**config.mk**
```make
export PLATFORM = sky130hd
export DESIGN_NAME = dual_slope_pwm_timer16
export DESIGN_NICKNAME = d
export VERILOG_FILES = /design/src/pkg/dual_slope_pwm_pkg.sv /design/src/dual_slope_pwm_timer16.sv
export VERILOG_INCLUDE_DIRS = /design/src /design/src/pkg
export SDC_FILE = /design/constraint.sdc
export NUM_CORES = 1
export LEC_CHECK = 0
export CAP_MARGIN = 20
export CORE_ASPECT_RATIO = 1.25
export CORE_MARGIN = 1.5
export CORE_UTILIZATION = 35
export DETAILED_ROUTE_END_ITERATION = 12
export DONT_BUFFER_PORTS = 1
export PLACE_DENSITY = 0.58
export SLEW_MARGIN = 20
export SYNTH_ARGS = -nofsm -noshare
export SYNTH_HDL_FRONTEND = slang
export SYNTH_SLANG_ARGS = --single-unit
```
**constraint.sdc**
```tcl
create_clock -name clk_sys -period 3.3 [get_ports clk_sys]
set_input_delay 0.66 -clock clk_sys [delete_from_list [all_inputs] [get_ports clk_sys]]
set_output_delay 0.66 -clock clk_sys [all_outputs]
set_load 0.02 [all_outputs]
```
**src/pkg/dual_slope_pwm_cfg.svh**
```systemverilog
// constants for the dual-slope pwm timer: offsets, fields, resets, codes
`ifndef DUAL_SLOPE_PWM_CFG_SVH
`define DUAL_SLOPE_PWM_CFG_SVH

// register offsets (byte addresses)
`define PWM_OFF_CTRL 8'h00
`define PWM_OFF_COMPA 8'h04
`define PWM_OFF_COMPB 8'h08
`define PWM_OFF_CAPTOP 8'h0c
`define PWM_OFF_COUNT 8'h10
`define PWM_OFF_FLAGS 8'h14
`define PWM_OFF_PINDIR 8'h18

// control register field positions
`define PWM_CTRL_MODE_LSB 0
`define PWM_CTRL_MODE_MSB 3
`define PWM_CTRL_ACTA_LSB 4
`define PWM_CTRL_ACTA_MSB 5
`define PWM_CTRL_ACTB_LSB 6
`define PWM_CTRL_ACTB_MSB 7
`define PWM_CTRL_CLK_LSB 8
`define PWM_CTRL_CLK_MSB 10

// flag register bit positions
`define PWM_FLAG_COMPA 0
`define PWM_FLAG_COMPB 1
`define PWM_FLAG_CAPTURE 2
`define PWM_FLAG_OVERFLOW 3

// reset values
`define PWM_RST_CTRL 11'h000
`define PWM_RST_WORD 16'h0000
`define PWM_RST_FLAGS 4'h0
`define PWM_RST_PINDIR 2'h0

// waveform modes handled here
`define PWM_MODE_PC8 4'h1
`define PWM_MODE_PC9 4'h2
`define PWM_MODE_PC10 4'h3
`define PWM_MODE_PFC_CAP 4'h8
`define PWM_MODE_PFC_A 4'h9
`define PWM_MODE_PC_CAP 4'ha
`define PWM_MODE_PC_A 4'hb

// fixed top values
`define PWM_TOP_8BIT 16'h00ff
`define PWM_TOP_9BIT 16'h01ff
`define PWM_TOP_10BIT 16'h03ff

// output action codes
`define PWM_ACT_OFF 2'h0
`define PWM_ACT_TOGGLE 2'h1
`define PWM_ACT_NONINV 2'h2
`define PWM_ACT_INV 2'h3

// prescaler select codes and divide masks (divide factor minus one)
`define PWM_CLK_STOP 3'h0
`define PWM_CLK_DIV1 3'h1
`define PWM_CLK_DIV8 3'h2
`define PWM_CLK_DIV64 3'h3
`define PWM_CLK_DIV256 3'h4
`define PWM_CLK_DIV1024 3'h5
`define PWM_CLK_DIV16 3'h6
`define PWM_CLK_DIV32 3'h7
`define PWM_MASK_DIV1 10'h000
`define PWM_MASK_DIV8 10'h007
`define PWM_MASK_DIV16 10'h00f
`define PWM_MASK_DIV32 10'h01f
`define PWM_MASK_DIV64 10'h03f
`define PWM_MASK_DIV256 10'h0ff
`define PWM_MASK_DIV1024 10'h3ff

`endif

```
**src/pkg/dual_slope_pwm_pkg.sv**
```systemverilog
// types for the dual-slope pwm timer
package dual_slope_pwm_pkg;

    // count direction of the dual-slope counter
    typedef enum logic {
        COUNT_UP = 1'b0,
        COUNT_DOWN = 1'b1
    } countDir_e;

    // one register bus request
    typedef struct packed {
        logic [7:0] addr;
        logic [15:0] wdata;
        logic wr;
        logic rd;
    } regReq_s;

    // pin drive for the two wave outputs
    typedef struct packed {
        logic [1:0] level;
        logic [1:0] enable;
    } pinDrive_s;

    // whole state of the timer
    typedef struct packed {
        logic [9:0] psc;
        logic [15:0] cnt;
        countDir_e dir;
        logic [3:0] mode;
        logic [1:0] actA;
        logic [1:0] actB;
        logic [2:0] clkSel;
        logic [1:0][15:0] bufCmp;
        logic [1:0][15:0] actCmp;
        logic [15:0] capTop;
        logic [3:0] flags;
        logic [1:0] wave;
        logic [1:0] pinDir;
        pinDrive_s pins;
        logic [15:0] rdata;
    } timerState_s;

endpackage : dual_slope_pwm_pkg

```
**src/dual_slope_pwm_timer16.sv**
```systemverilog
// 16-bit dual-slope pwm timer with two compare channels
//
// Our own choices: the plain strobed port and the address map.
`timescale 1ns/1ps
`include "dual_slope_pwm_cfg.svh"

module dual_slope_pwm_timer16
    import dual_slope_pwm_pkg::*;
#(
    parameter bit EXTRA_DIV = 1'b1 // instance offers divide by 16 and 32
)
(
    input wire logic clk_sys, // system clock, 100 MHz
    input wire logic srst, // synchronous reset, active high
    input wire regReq_s req, // register bus request
    output logic [15:0] rdata, // read data, cycle after read strobe
    output logic [3:0] flags, // sticky event flags
    output pinDrive_s pins // wave pin level and drive enable
);

    timerState_s st;
    timerState_s next_st;
    logic tick;
    logic dual;
    logic pfc;
    logic [15:0] top;
    logic [15:0] fixMask;
    logic [9:0] divMask;
    logic atTop;
    logic atBottom;
    logic upEff;
    logic [3:0] clr;
    logic [3:0] set;
    logic [1:0] match;
    logic [1:0][1:0] act;
    logic [1:0] connected;

    // prescaler divide mask; 16 and 32 only on the extended instance
    always_comb
    begin
        case (st.clkSel)
            `PWM_CLK_DIV1: divMask = `PWM_MASK_DIV1;
            `PWM_CLK_DIV8: divMask = `PWM_MASK_DIV8;
            `PWM_CLK_DIV64: divMask = `PWM_MASK_DIV64;
            `PWM_CLK_DIV256: divMask = `PWM_MASK_DIV256;
            `PWM_CLK_DIV1024: divMask = `PWM_MASK_DIV1024;
            `PWM_CLK_DIV16: divMask = `PWM_MASK_DIV16;
            `PWM_CLK_DIV32: divMask = `PWM_MASK_DIV32;
            default: divMask = `PWM_MASK_DIV1;
        endcase
    end

    // tick is a clock enable, never a clock of its own
    assign tick = (st.clkSel != `PWM_CLK_STOP)
        && (EXTRA_DIV || st.clkSel < `PWM_CLK_DIV16)
        && ((st.psc & divMask) == divMask);

    // top source and mode class
    always_comb
    begin
        dual = 1'b1;
        pfc = 1'b0;
        fixMask = 16'hffff;
        case (st.mode)
            `PWM_MODE_PC8:
            begin
                top = `PWM_TOP_8BIT;
                fixMask = `PWM_TOP_8BIT;
            end
            `PWM_MODE_PC9:
            begin
                top = `PWM_TOP_9BIT;
                fixMask = `PWM_TOP_9BIT;
            end
            `PWM_MODE_PC10:
            begin
                top = `PWM_TOP_10BIT;
                fixMask = `PWM_TOP_10BIT;
            end
            `PWM_MODE_PFC_CAP:
            begin
                top = st.capTop;
                pfc = 1'b1;
            end
            `PWM_MODE_PFC_A:
            begin
                top = st.actCmp[0];
                pfc = 1'b1;
            end
            `PWM_MODE_PC_CAP: top = st.capTop;
            `PWM_MODE_PC_A: top = st.actCmp[0];
            default:
            begin
                top = 16'hffff;
                dual = 1'b0;
            end
        endcase
    end

    // turning points; a missed top wraps through 0xffff
    assign atTop = (st.dir == COUNT_UP) && (st.cnt == top);
    assign atBottom = (st.dir == COUNT_DOWN)
        && (st.cnt == 16'h0000);
    // ends count as the slope that keeps the level: zero low, top high
    assign upEff = (st.cnt == 16'h0000) ? 1'b1 :
        ((st.cnt == top) ? 1'b0 : (st.dir == COUNT_UP));

    // per-channel match and pin connection
    assign act[0] = st.actA;
    assign act[1] = st.actB;
    generate
        for (genvar ch = 0; ch < 2; ch++)
        begin : gChan
            // a compare above top is reached only after a missed top
            assign match[ch] = dual && tick
                && (st.cnt == st.actCmp[ch]);
            // toggle is for A only, with mode bit 3; B reserved
            assign connected[ch] = dual
                && (act[ch][1] || (ch == 0 && act[ch][0]
                && st.mode[3]));
        end
    endgenerate

    // software clear mask on the flag register
    assign clr = (req.wr && req.addr == `PWM_OFF_FLAGS)
        ? req.wdata[3:0] : 4'h0;

    // events raised this cycle
    always_comb
    begin
        set = 4'h0;
        set[`PWM_FLAG_COMPA] = match[0];
        set[`PWM_FLAG_COMPB] = match[1];
        if (dual && tick && atTop)
        begin
            // top-source flag at top in both modes
            if (st.mode == `PWM_MODE_PFC_A || st.mode == `PWM_MODE_PC_A)
                set[`PWM_FLAG_COMPA] = 1'b1;
            else if (st.mode == `PWM_MODE_PFC_CAP
                || st.mode == `PWM_MODE_PC_CAP)
                set[`PWM_FLAG_CAPTURE] = 1'b1;
        end
        if (dual && tick && atBottom)
            set[`PWM_FLAG_OVERFLOW] = 1'b1;
    end

    // next-state logic
    always_comb
    begin
        next_st = st;
        next_st.psc = (st.clkSel == `PWM_CLK_STOP)
            ? 10'h000 : st.psc + 10'h001;

        // dual-slope counting, one step per tick
        if (dual && tick)
        begin
            if (atTop)
            begin
                next_st.dir = COUNT_DOWN;
                next_st.cnt = st.cnt - 16'h0001;
            end
            else if (atBottom)
            begin
                next_st.dir = COUNT_UP;
                next_st.cnt = 16'h0001;
            end
            else if (st.dir == COUNT_UP)
                next_st.cnt = st.cnt + 16'h0001;
            else
                next_st.cnt = st.cnt - 16'h0001;
        end

        // double buffer update point: top or bottom by mode
        if (!dual)
            next_st.actCmp = st.bufCmp;
        else if (tick && ((!pfc && atTop) || (pfc && atBottom)))
            next_st.actCmp = st.bufCmp;

        // wave outputs on compare matches
        for (int ch = 0; ch < 2; ch++)
        begin
            if (match[ch])
            begin
                case (act[ch])
                    `PWM_ACT_NONINV:
                        next_st.wave[ch] = !upEff;
                    `PWM_ACT_INV:
                        next_st.wave[ch] = upEff;
                    `PWM_ACT_TOGGLE:
                        if (connected[ch])
                            next_st.wave[ch] = !st.wave[ch];
                    default: next_st.wave[ch] = st.wave[ch];
                endcase
            end
        end

        // sticky flags; a new event beats a clear
        next_st.flags = (st.flags & ~clr) | set;

        // register writes; a count write overrides the tick step
        if (req.wr)
        begin
            case (req.addr)
                `PWM_OFF_CTRL:
                begin
                    next_st.mode = req.wdata[`PWM_CTRL_MODE_MSB:
                        `PWM_CTRL_MODE_LSB];
                    next_st.actA = req.wdata[`PWM_CTRL_ACTA_MSB:
                        `PWM_CTRL_ACTA_LSB];
                    next_st.actB = req.wdata[`PWM_CTRL_ACTB_MSB:
                        `PWM_CTRL_ACTB_LSB];
                    next_st.clkSel = req.wdata[`PWM_CTRL_CLK_MSB:
                        `PWM_CTRL_CLK_LSB];
                end
                `PWM_OFF_COMPA:
                    next_st.bufCmp[0] = req.wdata & fixMask;
                `PWM_OFF_COMPB:
                    next_st.bufCmp[1] = req.wdata & fixMask;
                // capture top is not buffered: takes effect at once
                `PWM_OFF_CAPTOP: next_st.capTop = req.wdata;
                `PWM_OFF_COUNT: next_st.cnt = req.wdata;
                `PWM_OFF_PINDIR: next_st.pinDir = req.wdata[1:0];
                default: next_st.capTop = next_st.capTop;
            endcase
        end

        // pin drive only where the direction bit selects output
        next_st.pins.level = next_st.wave & connected;
        next_st.pins.enable = st.pinDir & connected;

        // read data live for exactly one cycle after the strobe
        next_st.rdata = 16'h0000;
        if (req.rd)
        begin
            case (req.addr)
                `PWM_OFF_CTRL:
                    next_st.rdata = {5'h00, st.clkSel, st.actB, st.actA,
                        st.mode};
                `PWM_OFF_COMPA: next_st.rdata = st.bufCmp[0];
                `PWM_OFF_COMPB: next_st.rdata = st.bufCmp[1];
                `PWM_OFF_CAPTOP: next_st.rdata = st.capTop;
                `PWM_OFF_COUNT: next_st.rdata = st.cnt;
                `PWM_OFF_FLAGS: next_st.rdata = {12'h000, st.flags};
                `PWM_OFF_PINDIR: next_st.rdata = {14'h0000, st.pinDir};
                default: next_st.rdata = 16'h0000;
            endcase
        end
    end

    // state register
    always_ff @(posedge clk_sys)
    begin
        if (srst)
        begin
            st <= '0;
            st.mode <= 4'(`PWM_RST_CTRL);
            st.flags <= `PWM_RST_FLAGS;
            st.pinDir <= `PWM_RST_PINDIR;
            st.capTop <= `PWM_RST_WORD;
        end
        else
            st <= next_st;
    end

    assign rdata = st.rdata;
    assign flags = st.flags;
    assign pins = st.pins;

endmodule : dual_slope_pwm_timer16

```
# Word-level counts from Yosys, hierarchy flattened

Index checks and enable logic that the tools add are counted.

Bits in registers: 146
Bits in latches: 0
RAM bits: 0
ROM bits: 0
Input bits: 28
Output and inout port bits: 24
Logic and storage cells: 130
Memories: 0

Add/sub/neg operators: 3
Multiply operators: 0
Divide/modulo/power cells: 0
$lt $le $gt $ge: 0
Eq/ne operators: 30
Shifts and indexed selects: 0
Multiplexer cells: 30
Bitwise operators: 9
Reduce and logical (&&, ||, !) cells: 40

Operator list:

| cell                                                                  | number |
|---|---|
| 16-bit case mux with 7 select lines                                   | 1 |
| 16-bit case mux with 5 select lines                                   | 1 |
| 16-bit two-way mux                                                    | 4 |
| 32-bit two-way mux                                                    | 2 |
| 10-bit case mux with 6 select lines                                   | 1 |
| 16-bit equality test                                                  | 3 |
| 16-bit case mux with 3 select lines                                   | 1 |
| 17-bit two-way mux                                                    | 2 |
| 8-bit by 5-bit equality test with 1-bit output, second input constant | 3 |
| 16-bit by 1-bit adder with 16-bit output, second input constant       | 1 |
| 16-bit bitwise AND                                                    | 1 |
| 4-bit equality test, second input constant                            | 4 |
| 8-bit by 4-bit equality test with 1-bit output, second input constant | 2 |
| 16-bit zero test                                                      | 1 |
| 16-bit by 1-bit subtractor with 16-bit output, second input constant  | 1 |
| 1-bit logical AND                                                     | 15 |
| 1-bit two-way mux                                                     | 15 |
| 3-bit equality test, second input constant                            | 4 |
| 2-bit AND reduction                                                   | 6 |
| 10-bit by 1-bit adder with 10-bit output, second input constant       | 1 |
| 10-bit bitwise AND                                                    | 1 |
| 10-bit equality test                                                  | 1 |
| 2-bit OR reduction                                                    | 5 |
| 2-bit equality test, second input constant                            | 4 |
| other kinds (20)                                                      | 32 |

# Logic depth before layout (Yosys ltp)

Depth after elaboration: 10
Gate-level depth with buffers: 13
Gate-level depth less buffers: 11

# Least setup slack after synthesis

OpenSTA, ideal clock, no wires.

Path kind: input to register
From: in req[19] in the netlist's numbering
To: reg st, in the netlist act[0]
Setup time: 0.132 ns
Data arrival time: 2.699 ns
Slack: 0.469 ns
Stages: 8
Buffers on the path: 2
Cells stage by stage: or4_1 > or3_1 > clkbuf_1 > nor3_1 > nand2_1 > clkbuf_1 > nand2_1 > a21oi_1

Longest elaborated chain between the ends: 2

Ends and longest elaborated chain:

| item                                 | line                          | source |
|---|---|---|
| start: declaration                   | dual_slope_pwm_timer16.sv:15  | `input wire regReq_s req,` |
| 8-bit zero test                      | dual_slope_pwm_timer16.sv:203 | `case (req.addr)` |
| 2-bit AND reduction (no source line) | -                             |  |
| end signal: assignment               | dual_slope_pwm_timer16.sv:262 | `st <= next_st;` |
| end: declaration                     | dual_slope_pwm_timer16.sv:21  | `timerState_s st;` |

No other way between the ends.
A chain may end at the register's enable or synchronous reset.

# Final worst setup path

From: reg st[115] in the netlist's numbering
To: reg st, in the netlist pins[2]

Longest elaborated chain between the ends: 10
Elaborated cells between the ends (all ways): 23
Classes of those cells: eq/ne (8); mux (7); bitwise (1); reduce/logical (7)

Ends and longest elaborated chain:

| item                                | line                          | source |
|---|---|---|
| 4-bit equality test                 | dual_slope_pwm_timer16.sv:64  | `case (st.mode)` |
| 2-bit OR reduction (no source line) | -                             |  |
| 16-bit case mux with 5 select lines | dual_slope_pwm_timer16.sv:64  |  |
| 16-bit equality test                | dual_slope_pwm_timer16.sv:106 | `((st.cnt == top) ? 1'b0 : (st.dir == COUNT_UP));` |
| 1-bit two-way mux                   | dual_slope_pwm_timer16.sv:106 |  |
| 1-bit two-way mux                   | dual_slope_pwm_timer16.sv:105 | `assign upEff = (st.cnt == 16'h0000) ? 1'b1 :` |
| 1-bit zero test                     | dual_slope_pwm_timer16.sv:186 | `next_st.wave[ch] = !upEff;` |
| 1-bit case mux with 3 select lines  | dual_slope_pwm_timer16.sv:184 | `case (act[ch])` |
| 1-bit two-way mux                   | dual_slope_pwm_timer16.sv:182 | `if (match[ch])` |
| 2-bit bitwise AND (*)               | dual_slope_pwm_timer16.sv:228 | `next_st.pins.level = next_st.wave & connected;` |

Every way passes the cells marked *; elsewhere a longest branch is shown, timed or not.

==> impl_metrics.toml <==
[critical_path]
reg2reg_depth = 11
critPathRequiredTime_ns = 3.68
path_class = "reg -> reg"
cp-end-kind = "flop"
worst_setup_path_start_kind = "flop"
r2r_slack_ns = 0.25
r2r-end = "pins[2]"
crit_fanout = 11
crit_arrival_ns = 3.44
reg2reg_from = "st[115]"

[yosys]
syn_nets = 1048
synth-edff-count = 0
synthCells = 1017
ys_warn_count = 0
synth_ff_type = "dfxtp_1"
netlist_area_sq_um = 8030
synth-seq-cells = 146
synth_area_leaders = "dfxtp_1, mux2i_1, nand2_1, a21oi_1, nor2_1"
synth.top_cell.area_share_pct = 36.4
synth_area_per_cell_sq_um = 7.89
synth_cell_types = 70
async_reset_ff_share_pct = 0
synth_area_leader_cell = "dfxtp_1"
yosysSeqAreaShare_pct = 36.4

[placement]
io_buffer_count = 0
pre_cts_ws_ns = -0.0191
dp_hpwl_um = 18700
gp_congestion = 0.905

[grt]
antenna_found_initial = 0
grt_pass1_vias = 6977
gr-total-overflow = 0
grt_max_degree = 123
track_usage_pct = 21.8
grt_pass1_wl_um = 40100

[floorplan]
num_rows = 61
die-area_sq_um = 23900
die_y_um = 172
initial_core_util_pct = 35.9
core-area_sq_um = 22400
ios = 52
die_w_um = 138

[clock_network]
clock_path_buffers = 2
clkTransAtPathRegs_ns = 0.07
holdBufCountCts = 0
htreeDepth = 4
tritoncts.num_buffers = 17
cts_tree = "yes"
clock_sinks = 146
clock_latency_ns = 0.44
clockRootBuffer = "clkbuf_16"
cts_setup_buffers = 0

[routing]
via_per_inst = 5.65
vias = 7209
drt_wl_total_um = 25700
drc = 0
ant_nets = 0
firstDrtPassIters = 5
routedWlPerCell_um = 20.2
dr.first_iter.drc_count = 537

[timing]
slew_headroom_pct = 50.9
drv_slew = 0
tightestPinTransition_ns = 0.735
hold_slack_ns = 0.302
clock_skew_ns = 0.0113
fin_crit_ns = 3.05
hold_viol_final = 0
fin_ws_ns = 0.248
period_share_pct = 92.5
finalSetupTns_ns = 0
rsz0062_at_grt = "false"
fmax_ghz = 0.328
setup_viol = 0

[job]
drv_cap = 0

[hold_path]
hp-start = "srst"
min_to = "st[42]"
holdPathStages = 1
min_path_type = "in -> reg"

[power]
finalPower_uw = 3660
cellLeakagePower_uw = 0.00300
power_density_nw_per_um2 = 416
ir_drop_uv = 351

[final_layout]
finalNetCount = 1011
drive_gt1_share_pct = 10.2
syn2layout_area_growth_pct = 9.70
antenna_cells = 0

[run_status]
status = "finished, final reports clean"
placed cells by master (no fill, tap or decap), drive strengths merged, types with 3 or more instances in the layout:
cell,instances
a31oi,14
and2,9
a311oi,5
mux2,9
xnor2,32
a2111oi,4
ha,3
o21ai,27
a222oi,3
buf,50
clkinv,6
nand4b,3
or3,6
a21oi,107
nor2,96
a22o,3
dfxtp,146
clkbuf,18
and3,21
o32ai,3
inv,17
nand3,28
nor4b,4
nand2,148
and4,3
o211ai,7
nand4,11
nand2b,6
nor3b,6
nor2b,9
or4,6
nor4,19
a211oi,5
xor2,28
nor3,23
mux2i,56
a22oi,25
routing by layer:
| layer | up-vias | routed length [um] | part of all wire (%) | GRT usage (%) |
|---|---|---|---|---|
| met4 | 0 | 1270 | 4.9 | 12.6 |
| met1 | 3441 | 10700 | 42 | 26.2 |
| met3 | 68 | 1340 | 5.2 | 3.38 |
| li1 | 3475 | - | - | - |
| met5 | - | 0 | 0 | 0 |
| met2 | 225 | 12300 | 48 | 37.2 |
cell type report:
| class | count | area [sq um] |
|---|---|---|
| repair buffers | 50 | 388 |
| inverters | 12 | 45.0 |
| fillers | 2297 | 13600 |
| multi-input cells | 753 | 4550 |
| well taps | 283 | 354 |
| flip-flops and latches | 146 | 2920 |
| clock buffers | 18 | 439 |
| clock inverters | 13 | 100 |
through the flow:
step / area [sq um] / cells / utilization [%]
after floorplan: 8030 / 1017 / -
final: 8800 / 1275 / 39.4
after global routing: 8800 / 1275 / 39.4
after detailed placement: 8260 / 1244 / 36.9
after global placement: 8260 / 1244 / 36.9
after CTS: 8800 / 1275 / 39.4
power by group:
group | internal (uW) | total, uW | switching, uW
Clock | 987 | 1820 | 832
Combinational | 30.4 | 70.3 | 40.0
Sequential | 1760 | 1770 | 7.97
Total | 2780 | 3660 | 880
timing repair:
item | in CTS | in global routing
setup endpoints to repair | 1 | 34
endpoints found under the hold margin | 0 | 0
resized for setup | 1 | 1
pin swaps | 0 | 0
cells in the mapped netlist (all sizes together), types with 5 or more instances:
master / count
mux2: 9
a211oi: 5
a21oi: 107
and3: 21
buf: 46
inv: 12
nor3b: 6
clkbuf: 60
nand4: 11
dfxtp: 146
nand2: 148
xnor2: 32
or3: 6
nor2: 96
a31oi: 14
nor4: 19
nor2b: 9
or4: 6
a311oi: 5
and2: 9
nand3: 28
xor2: 28
o21ai: 27
a22oi: 25
nor3: 23
mux2i: 56
nand2b: 6
o211ai: 7
critical path, stage by stage, from the launching register on:
cell and delay [ns]:
dfxtp_2 0.47, buf_4 0.27, mux2i_1 0.30, a21oi_1 0.11, nor4_1 0.23, and4_1 0.30, nand4b_4 0.21, and2_1 0.31
a21oi_1 0.17, o32ai_1 0.13, nor4_2 0.33, buf_4 0.17
logic make-up (layout without fill, tap and decap cells):
group	count (synthesis)	after routing	synth area share (%)
simple gates	405	405	24.3
fa+ha+maj	3	3	0.468
compound gates	220	220	16.9
mux	65	65	8.29
xor+xnor	60	60	6.55
buf+inv	118	93	7.02
flops	146	146	36.4
worst max-delay path by stage:
stage	slack, ns	to	from
after floorplan	0.47	act[0]	req[19]
after global placement	0.04	pins[2]	st[115]
after detailed placement	-0.02	pins[2]	st[115]
after CTS	0.09	pins[2]	st[115]
after global routing	0.05	pins[2]	st[115]
final	0.25	pins[2]	st[115]
registers in the layout, indices dropped and copies added, names as in the netlist:
name and flops:
rdata 16, act 4, st 118, pins 4, flags 4
Power figures use the tool's default switching activity.
